[config.mk]
export PLATFORM = sky130hd
export DESIGN_NAME = cpl_priority_ctrl
export DESIGN_NICKNAME = d
export VERILOG_FILES = /design/src/cpl_pkg.sv /design/src/cpl_level_calc.sv /design/src/cpl_priority_ctrl.sv
export VERILOG_INCLUDE_DIRS = /design/src
export SDC_FILE = /design/constraint.sdc
export NUM_CORES = 1
export LEC_CHECK = 0
export ABC_CLOCK_PERIOD_IN_PS = 3000
export BUFFER_PORTS_ARGS = -buffer_cell sky130_fd_sc_hd__buf_2
export CAP_MARGIN = 5
export CORE_MARGIN = 1.5
export CORE_UTILIZATION = 47
export DETAILED_ROUTE_END_ITERATION = 6
export GPL_ROUTABILITY_DRIVEN = 0
export PLACE_DENSITY = 0.76
export SLEW_MARGIN = 40
export SYNTH_ARGS = -nofsm -noshare
export SYNTH_HDL_FRONTEND = slang
export SYNTH_SLANG_ARGS = --single-unit
export TNS_END_PERCENT = 10
[constraint.sdc]
create_clock -name clk_in -period 3 [get_ports clk_in]
set_input_delay 0.45 -clock clk_in [delete_from_list [all_inputs] [get_ports clk_in]]
set_output_delay 0.45 -clock clk_in [all_outputs]
set_load 0.05 [all_outputs]
[src/cpl_consts.svh]
/*
 * constants for the cpu priority level control block: register byte offsets,
 * field positions, reset values and write masks.
 * assumes inclusion by bare name from every design file that needs them.
 */
`ifndef CPL_CONSTS_SVH
`define CPL_CONSTS_SVH

// ****************************************************************
// register byte offsets on the axi4-lite slave
// ****************************************************************
`define CPL_OFF_STATUS 8'h00
`define CPL_OFF_CORE 8'h04
`define CPL_OFF_INTCTL 8'h08
`define CPL_OFF_LEVEL 8'h0C

// ****************************************************************
// field positions
// ****************************************************************
`define CPL_PRIO_HI 7
`define CPL_PRIO_LO 5
`define CPL_MSB_BIT 3
`define CPL_NEST_BIT 15

// ****************************************************************
// reset values and write masks
// ****************************************************************
`define CPL_STATUS_RST 16'h0000
`define CPL_CORE_RST 16'h0020
`define CPL_INTCTL_RST 16'h0000
`define CPL_CORE_WMASK 16'h1FF7
`define CPL_INTCTL_WMASK 16'hFFFE
`define CPL_STATUS_WMASK 16'hFF1F
`define CPL_USER_MAX_LEVEL 4'h7

`endif

[src/cpl_pkg.sv]
/*
 * types shared by the cpu priority level control block.
 * assumes nothing beyond a systemverilog compiler.
 */
package cpl_pkg;
  typedef enum logic [2:0] {
    CPL_WR_IDLE = 3'b001,
    CPL_WR_RESP = 3'b010,
    CPL_WR_WAIT = 3'b100
  } cpl_wr_state_t;
  typedef logic [3:0] cpl_level_t;
endpackage

[src/cpl_level_calc.sv]
/*
 * combines the three-bit priority field and the level msb into a four-bit
 * cpu level and decides whether user interrupts are blocked.
 * assumes inputs come from registers on the same clock.
 */
`timescale 1ns/1ps
`include "cpl_consts.svh"

module cpl_level_calc (
  input wire logic [2:0] prio_field_in,
  input wire logic level_msb_in,
  output cpl_pkg::cpl_level_t cpu_level_out,
  output logic user_block_out
);
  // level msb sits above the field, giving 0..15
  assign cpu_level_out = {level_msb_in, prio_field_in};
  // msb alone blocks users; field 111 also blocks them
  assign user_block_out = level_msb_in | (prio_field_in == 3'h7);
endmodule // cpl_level_calc

[src/cpl_priority_ctrl.sv]
/*
 * cpu priority level control: status, core control and interrupt control
 * registers behind an axi4-lite slave, plus core-side update ports.
 * assumes one clock, an asynchronous active-high reset, and a core that
 * raises the level on interrupt entry through the core-side load port.
 */
`timescale 1ns/1ps
`include "cpl_consts.svh"

// Overview of operation
// three-bit field holds a binary cpu level, 111 disables user interrupts
// msb above the field forms a four-bit level, msb set adds eight
// user interrupts are blocked whenever the level msb is one
// field writes from software are ignored while nesting is disabled
// field at status bits 7..5, msb at core control bit 3
// msb reads one above level seven; software may only clear it
// nesting disable at interrupt control bit 15, resets to zero
// core control bits 15..13 read zero and ignore writes
// nesting is allowed whenever the nesting disable bit is zero
// software can never set the level msb
module cpl_priority_ctrl (
  input wire logic clk_in,
  input wire logic sys_rst_in,
  input wire logic [7:0] s_axi_awaddr,
  input wire logic s_axi_awvalid,
  output logic s_axi_awready,
  input wire logic [31:0] s_axi_wdata,
  input wire logic [3:0] s_axi_wstrb,
  input wire logic s_axi_wvalid,
  output logic s_axi_wready,
  output logic [1:0] s_axi_bresp,
  output logic s_axi_bvalid,
  input wire logic s_axi_bready,
  input wire logic [7:0] s_axi_araddr,
  input wire logic s_axi_arvalid,
  output logic s_axi_arready,
  output logic [31:0] s_axi_rdata,
  output logic [1:0] s_axi_rresp,
  output logic s_axi_rvalid,
  input wire logic s_axi_rready,
  input wire logic core_load_in,
  input wire logic [3:0] core_level_in,
  output cpl_pkg::cpl_level_t cpu_level_out,
  output logic user_block_out,
  output logic nest_enable_out
);

  // ****************************************************************
  // helpers
  // ****************************************************************
  // merge a 16-bit write under byte strobes and a writable mask
  function automatic logic [15:0] merge16(input logic [15:0] old_v,
                                          input logic [31:0] wd,
                                          input logic [3:0] st,
                                          input logic [15:0] wm);
    logic [15:0] lane;
    lane = {{8{st[1]}}, {8{st[0]}}} & wm;
    merge16 = (old_v & ~lane) | (wd[15:0] & lane);
  endfunction

  // ****************************************************************
  // state
  // ****************************************************************
  logic [15:0] status_reg, status_next;
  logic [15:0] core_reg, core_next;
  logic [15:0] intctl_reg, intctl_next;
  cpl_pkg::cpl_wr_state_t wst_reg, wst_next;
  logic [7:0] awaddr_reg, awaddr_next;
  logic aw_have_reg, aw_have_next;
  logic [31:0] wdata_reg, wdata_next;
  logic [3:0] wstrb_reg, wstrb_next;
  logic w_have_reg, w_have_next;
  logic [1:0] bresp_reg, bresp_next;
  logic rvalid_reg, rvalid_next;
  logic [31:0] rdata_reg, rdata_next;
  logic [1:0] rresp_reg, rresp_next;
  logic nest_dis;
  logic do_write;

  assign nest_dis = intctl_reg[`CPL_NEST_BIT];
  assign nest_enable_out = ~nest_dis;

  // level math shared with the core side
  cpl_level_calc u_calc (
    .prio_field_in(status_reg[`CPL_PRIO_HI:`CPL_PRIO_LO]),
    .level_msb_in(core_reg[`CPL_MSB_BIT]),
    .cpu_level_out(cpu_level_out),
    .user_block_out(user_block_out)
  );

  // ****************************************************************
  // write channel: address and data taken in either order
  // ****************************************************************
  assign s_axi_awready = (wst_reg == cpl_pkg::CPL_WR_IDLE) & ~aw_have_reg;
  assign s_axi_wready = (wst_reg == cpl_pkg::CPL_WR_IDLE) & ~w_have_reg;
  assign s_axi_bvalid = (wst_reg == cpl_pkg::CPL_WR_RESP);
  assign s_axi_bresp = bresp_reg;

  // next values for the write handshake
  always_comb begin
    awaddr_next = awaddr_reg;
    aw_have_next = aw_have_reg;
    wdata_next = wdata_reg;
    wstrb_next = wstrb_reg;
    w_have_next = w_have_reg;
    wst_next = wst_reg;
    bresp_next = bresp_reg;
    do_write = 1'b0;
    case (wst_reg)
      cpl_pkg::CPL_WR_IDLE: begin
        if (s_axi_awvalid & s_axi_awready) begin
          awaddr_next = s_axi_awaddr;
          aw_have_next = 1'b1;
        end
        if (s_axi_wvalid & s_axi_wready) begin
          wdata_next = s_axi_wdata;
          wstrb_next = s_axi_wstrb;
          w_have_next = 1'b1;
        end
        if (aw_have_reg & w_have_reg) begin
          wst_next = cpl_pkg::CPL_WR_WAIT;
        end
      end
      cpl_pkg::CPL_WR_WAIT: begin
        do_write = 1'b1;
        aw_have_next = 1'b0;
        w_have_next = 1'b0;
        bresp_next = 2'h0;
        case (awaddr_reg[7:2])
          6'(`CPL_OFF_STATUS >> 2), 6'(`CPL_OFF_CORE >> 2), 6'(`CPL_OFF_INTCTL >> 2),
          6'(`CPL_OFF_LEVEL >> 2): bresp_next = 2'h0;
          default: bresp_next = 2'h2; // unmapped: slave error
        endcase
        wst_next = cpl_pkg::CPL_WR_RESP;
      end
      cpl_pkg::CPL_WR_RESP: begin
        if (s_axi_bready) begin
          wst_next = cpl_pkg::CPL_WR_IDLE;
        end
      end
      default: wst_next = cpl_pkg::CPL_WR_IDLE;
    endcase
  end

  // ****************************************************************
  // register contents
  // ****************************************************************
  // software writes first, then the core-side load overrides the level
  always_comb begin
    status_next = status_reg;
    core_next = core_reg;
    intctl_next = intctl_reg;
    if (do_write) begin
      if (awaddr_reg[7:2] == 6'(`CPL_OFF_STATUS >> 2)) begin
        status_next = merge16(status_reg, wdata_reg, wstrb_reg, `CPL_STATUS_WMASK);
        if (!nest_dis && wstrb_reg[0]) begin
          status_next[`CPL_PRIO_HI:`CPL_PRIO_LO] =
            wdata_reg[`CPL_PRIO_HI:`CPL_PRIO_LO];
        end
      end
      if (awaddr_reg[7:2] == 6'(`CPL_OFF_CORE >> 2)) begin
        core_next = merge16(core_reg, wdata_reg, wstrb_reg, `CPL_CORE_WMASK);
        if (wstrb_reg[0] && !wdata_reg[`CPL_MSB_BIT]) begin
          core_next[`CPL_MSB_BIT] = 1'b0; // clear only
        end
      end
      if (awaddr_reg[7:2] == 6'(`CPL_OFF_INTCTL >> 2)) begin
        intctl_next = merge16(intctl_reg, wdata_reg, wstrb_reg, `CPL_INTCTL_WMASK);
      end
    end
    if (core_load_in) begin
      // core entry or return sets the full level; wins over software
      status_next[`CPL_PRIO_HI:`CPL_PRIO_LO] = core_level_in[2:0];
      core_next[`CPL_MSB_BIT] = core_level_in[3];
    end
    core_next[15:13] = 3'h0;
  end

  // ****************************************************************
  // read channel: one-cycle registered answer
  // ****************************************************************
  assign s_axi_arready = ~rvalid_reg;
  assign s_axi_rvalid = rvalid_reg;
  assign s_axi_rdata = rdata_reg;
  assign s_axi_rresp = rresp_reg;

  // next values for the read answer
  always_comb begin
    rvalid_next = rvalid_reg;
    rdata_next = rdata_reg;
    rresp_next = rresp_reg;
    if (rvalid_reg && s_axi_rready) begin
      rvalid_next = 1'b0;
    end
    if (s_axi_arvalid && !rvalid_reg) begin
      rvalid_next = 1'b1;
      rresp_next = 2'h0;
      case (s_axi_araddr[7:2])
        6'(`CPL_OFF_STATUS >> 2): rdata_next = {16'h0000, status_reg};
        6'(`CPL_OFF_CORE >> 2): rdata_next = {16'h0000, 3'h0, core_reg[12:0]};
        6'(`CPL_OFF_INTCTL >> 2): rdata_next = {16'h0000, intctl_reg};
        6'(`CPL_OFF_LEVEL >> 2): rdata_next = {26'h0000000, nest_enable_out,
                                               user_block_out, cpu_level_out};
        default: begin
          rdata_next = 32'h00000000;
          rresp_next = 2'h2;
        end
      endcase
    end
  end

  // ****************************************************************
  // registers
  // ****************************************************************
  // all state, reset to constants
  always_ff @(posedge clk_in or posedge sys_rst_in) begin
    if (sys_rst_in) begin
      status_reg <= `CPL_STATUS_RST;
      core_reg <= `CPL_CORE_RST;
      intctl_reg <= `CPL_INTCTL_RST;
      wst_reg <= cpl_pkg::CPL_WR_IDLE;
      awaddr_reg <= 8'h00;
      aw_have_reg <= 1'b0;
      wdata_reg <= 32'h00000000;
      wstrb_reg <= 4'h0;
      w_have_reg <= 1'b0;
      bresp_reg <= 2'h0;
      rvalid_reg <= 1'b0;
      rdata_reg <= 32'h00000000;
      rresp_reg <= 2'h0;
    end else begin
      status_reg <= status_next;
      core_reg <= core_next;
      intctl_reg <= intctl_next;
      wst_reg <= wst_next;
      awaddr_reg <= awaddr_next;
      aw_have_reg <= aw_have_next;
      wdata_reg <= wdata_next;
      wstrb_reg <= wstrb_next;
      w_have_reg <= w_have_next;
      bresp_reg <= bresp_next;
      rvalid_reg <= rvalid_next;
      rdata_reg <= rdata_next;
      rresp_reg <= rresp_next;
    end
  end

endmodule // cpl_priority_ctrl

# After elaboration in Yosys (flattened, before gate mapping)
# Index checks and enable logic that the tools add are counted.
[op_classes] n_eq_ne=14 mux=21 bitwise_logic=22 reduce_logical=26
[ops] op="16-bit bitwise AND" n=4
[ops] op="16-bit case mux with 4 select lines" n=1
[ops] op="16-bit NOT" n=2
[ops] op="16-bit OR" n=2
[ops] op="13-bit bitwise AND" n=2
[ops] op="6-bit by 2-bit equality test with 1-bit output (second input constant)" n=4
[ops] op="2-bit AND reduction" n=10
[ops] op="8-bit two-way mux" n=2
[ops] op="13-bit NOT" n=1
[ops] op="13-bit OR" n=1
[ops] op="6-bit by 1-bit equality test with 1-bit output (second input constant)" n=2
[ops] op="6-bit logical NOT" n=2
[ops] op="3-bit two-way mux" n=4
[ops] op="2-bit nonzero test" n=5
[ops] op="3-bit case mux with 3 select lines" n=1
[ops] op="4-bit two-way mux" n=2
[ops] op="2-bit by 1-bit != test with 1-bit output (second input constant)" n=4
[ops] op="4-bit OR reduction" n=2
[ops] op="1-bit two-way mux" n=7
[ops] op="3-bit equality test (second input constant)" n=2
[ops] op="1-bit bitwise AND" n=5
[ops] op="1-bit logical AND" n=4
[ops] op="2-bit two-way mux" n=2
[ops] op="1-bit NOT" n=4
[ops] op="5 further kinds" n=8
[word_totals] regBits=113 inputBits=64 output_inout_bits=47 elab_cells=98

# Longest topological paths before layout
[logic_depth] word_depth=7 mapped_depth=6 mapped_depth_nobuf=4

# By module
# A second synthesis with hierarchy kept.
[unflattened] hier_cells=304 hier_area_um2=4120.2
[by_module_without_submodules] module="cpl_priority_ctrl" n_inst=1 cells_per_inst=299 area_per_inst_um2=4081.4 seq_area_each_um2=2304.7
[by_module_without_submodules] module="cpl_level_calc" n_inst=1 cells_per_inst=5 area_per_inst_um2=38.8 seq_area_each_um2=0.0

# Worst setup path after synthesis
# No wires, ideal clock.
[synth_path] path_kind="reg2reg" startpoint="reg wst_reg[0]" endpoint="reg wdata_reg[0]" setup_ps=125 arrival_time_ps=2527 t_required_ps=2875 slack_ps=349 path_stages_with_launch=6 path_buffers=1 synth_period_minus_slack_ps=2651 path_cell_list="dfstp_2 -> or3b_2 -> nor2_1 -> nand2_2 -> buf_2 -> mux2_2"
[synth_between] elab_chain_cells=4
[synth_rtl] element="from (decl)" line_no="cpl_priority_ctrl.sv:67" source="cpl_pkg::cpl_wr_state_t wst_reg, wst_next;"
[synth_rtl] element="from (signal assigned)" line_no="cpl_priority_ctrl.sv:221" source="wst_reg <= cpl_pkg::CPL_WR_IDLE;"
[synth_rtl] element="from (signal assigned)" line_no="cpl_priority_ctrl.sv:235" source="wst_reg <= wst_next;"
[synth_rtl] element="3-bit by 1-bit equality test with 1-bit output" line_no="cpl_priority_ctrl.sv:95" source="assign s_axi_wready = (wst_reg == cpl_pkg::CPL_WR_IDLE) & ~w_have_reg;"
[synth_rtl] element="1-bit bitwise AND" line_no="cpl_priority_ctrl.sv:95"
[synth_rtl] element="via s_axi_wready" line_no="cpl_priority_ctrl.sv:30" source="output logic s_axi_wready,"
[synth_rtl] element="1-bit bitwise AND" line_no="cpl_priority_ctrl.sv:115" source="if (s_axi_wvalid & s_axi_wready) begin"
[synth_rtl] element="2-bit AND reduction (no line)"
[synth_rtl] element="to (signal assigned)" line_no="cpl_priority_ctrl.sv:238" source="wdata_reg <= wdata_next;"
[synth_rtl] element="to (decl)" line_no="cpl_priority_ctrl.sv:70" source="logic [31:0] wdata_reg, wdata_next;"
# The timed path passes the listed nets, and every way through them passes these cells.
# A chain may end at the register's enable or synchronous reset.

# Worst setup path in the final report
[layout_path] startpoint="reg wst_reg[0]" endpoint="out s_axi_awready"
[layout_between] elab_chain_cells=2
[layout_rtl] element="3-bit by 1-bit equality test with 1-bit output" line_no="cpl_priority_ctrl.sv:94" source="assign s_axi_awready = (wst_reg == cpl_pkg::CPL_WR_IDLE) & ~aw_have_reg;"
[layout_rtl] element="1-bit bitwise AND" line_no="cpl_priority_ctrl.sv:94"
[layout_rtl] element="to (decl)" line_no="cpl_priority_ctrl.sv:26" source="output logic s_axi_awready,"
# No other way between the ends.

==> impl_metrics.tcl <==
set metrics [dict create \
    outcome "finished, final reports clean" \
    slew_viol_final 0 \
    synth_top_area_share_pct 55.0 \
    layout_commonest_cell "dfrtp_1" \
    tightest_slew_ps 715 \
    timing_hold_violations_final 0 \
    synth_xor_area_share_pct 0 \
    power.net_switching_mw 1.05 \
    worstSetupEndpointType "output pin" \
    pwr-share-seq_pct 53.0 \
    p_int_mw 2.23 \
    synth_edf_count 0 \
    synthFlopType "dfrtp_1" \
    post-route-period-util_pct 77.1 \
    path_class "reg -> out" \
    io_pins 111 \
    synth_compound_area_share_pct 5.78 \
    die_height_um 96.3 \
    layout.nets 447 \
    yosysSeqAreaShare_pct 56.3 \
    setup_violations 0 \
    dp_slack_ps 679 \
    coreArea_um2 8340 \
    htree_levels 3 \
    min_path_type "in -> async" \
    combinationalPowerShare_pct 23.2 \
    period_needed_ps 2310 \
    avgSynthCellArea_um2 13.0 \
    rsz0062_at_grt "no" \
    row_count 33 \
    p_per_area_nw_per_um2 705 \
    grt_pass1_vias 2535 \
    first_pass_iters 4 \
    relSlewSlack_pct 52.1 \
    yosysTopAreaCell "dfrtp_1" \
    cts_setup_buffers 0 \
    cts_num_sinks 92 \
    drc_errors 0 \
    area_delta_synth_final_pct 13.5 \
    dpl.hpwl_um 5520 \
    synth_top_family_by_area "multiplexers" \
    synth-adder-area-share_pct 0 \
    clockBufferDepth 2 \
    synthCells 315 \
    grt_max_degree 46 \
    die_x_um 96.3 \
    timing.final.ws_setup_ps 688 \
    start_kind "flip-flop" \
    cts_tree "built" \
    synth.distinct_cells 34 \
    p_leak_nw 2.30 \
    synthSimpleGateAreaFrac_pct 8.31 \
    swShare_pct 31.9 \
    ys_top_cells_by_area "dfrtp_1 55%, mux2_2 22%, buf_4 4.0%, o21ai_0 2.3%, mux2i_1 2.0%" \
    grt-ovfl-total 0 \
    cap_violations 0 \
    wirelength_um 7730 \
    synth.area.mux_share_pct 24.0 \
    ys_ff_latch 92 \
    fmax_mhz 433 \
    cts_buffers 9 \
    worstPathArrival_ps 1860 \
    clk_latency_ps 350 \
    fin_worst_skew_ps 9.48 \
    postCtsResizedCells 0 \
    start_util_pct 49.1 \
    fp.dieArea_um2 9280 \
    routed_via_density 5.14 \
    cp_max_fo 6 \
    avgRoutedWirePerCell_um 15.7 \
    fin_tns_setup_ps 0 \
    clkTransAtPathRegs_ps 90 \
    yosysWarnings 0 \
    grt_pass1_wl_um 12600 \
    antenna_found_initial 2 \
    root_buffer "clkbuf_8" \
    diodes 0 \
    async_flop_share_pct 100 \
    syn_area_um2 4090 \
    dr.first_iter.drc_count 94 \
    postCtsHoldBufs 0 \
    drive_gt1_share_pct 46.9 \
    io_buffers 70 \
    layout_common_cells "90 x dfrtp_1, 80 x mux2_2, 70 x buf_2, 19 x o21ai_0" \
    rrSetupSlack_ps 700 \
    critical_path_required_ps 2550 \
    drtAntennaViolNets 0 \
    vias 2533 \
    pwr-share-clk_pct 23.8 \
    gr-usage-all-layers_pct 18.6 \
    ir_drop_mv 0.538 \
]
## worst max-delay path, stage by stage (launching register included)
cell and delay [ps]:
dfstp_2 580, or3b_2 480, nor2_1 170, buf_2 290
## path summary, 6_finish.rpt
check                           depth (start not counted)        endpoint           start
worst max-delay path                                    3   s_axi_awready      wst_reg[0]
worst min register to register                          2  s_axi_rdata[3]  s_axi_rdata[3]
min in group clk_in                                     2    s_axi_rvalid    s_axi_rready
max in group asynchronous                               3       async pin      sys_rst_in
worst min-delay path                                    2    wdata_reg[7]      sys_rst_in
worst max register to register                          4   status_reg[6]   awaddr_reg[7]
## synthesized netlist by cell type, types with 4 or more instances
master / count
mux2i_1: 8
a21oi_1: 7
dfrtp_1: 90
nand2_1: 18
o21ai_0: 19
nand2b_1: 4
clkbuf_1: 8
inv_1: 6
nor2_1: 13
mux2_2: 80
buf_4: 22
a22oi_1: 8
nand3_1: 4
## kinds of logic (layout without fill, tap and decap cells)
group / count (synthesis) / after routing
AOI/OAI and AO/OA: 40 / 40
and+or+nand+nor: 56 / 56
muxes: 88 / 88
DFF: 92 / 92
other: 1 / 18
buffers and inverters: 38 / 94
## final cells by class
class | count | area, um2
fillers | 719 | 3690
flip-flops and latches | 92 | 2300
multi-input cells | 202 | 1630
repair buffers | 72 | 378
clock buffers | 11 | 131
well taps | 105 | 131
clock inverters | 5 | 52.6
inverters | 6 | 23.8
## routing by layer
layer,vias to the layer above,GRT usage (%),share of wire [%]
met5,-,0,0.17
met4,2,8.57,2.1
met3,18,4.98,5.7
met2,78,28.0,44
met1,1224,25.1,48
li1,1211,-,-
## metrics by stage
step	utilization, %	power, mW	std cells	hold slack [ps]	area (um2)
finish	55.7	3.28	493	57.0	4650
global route	55.7	3.47	493	57.9	4650
CTS	55.7	3.32	493	49.9	4650
detailed placement	53.5	2.53	477	439	4460
global placement	53.5	2.48	477	437	4460
floorplan	-	2.35	332	470	4160
## power by group through the flow
stage | Clock [mW] | Sequential (mW) | Combinational (mW)
2_1_floorplan | 0 | 1.70 | 0.646
3_3_place_gp | 0 | 1.74 | 0.743
3_5_place_dp | 0 | 1.76 | 0.768
4_1_cts | 0.810 | 1.74 | 0.771
5_1_grt | 0.860 | 1.78 | 0.831
6_report | 0.780 | 1.74 | 0.761
Note: power is estimated with default switching activity, not from simulation.
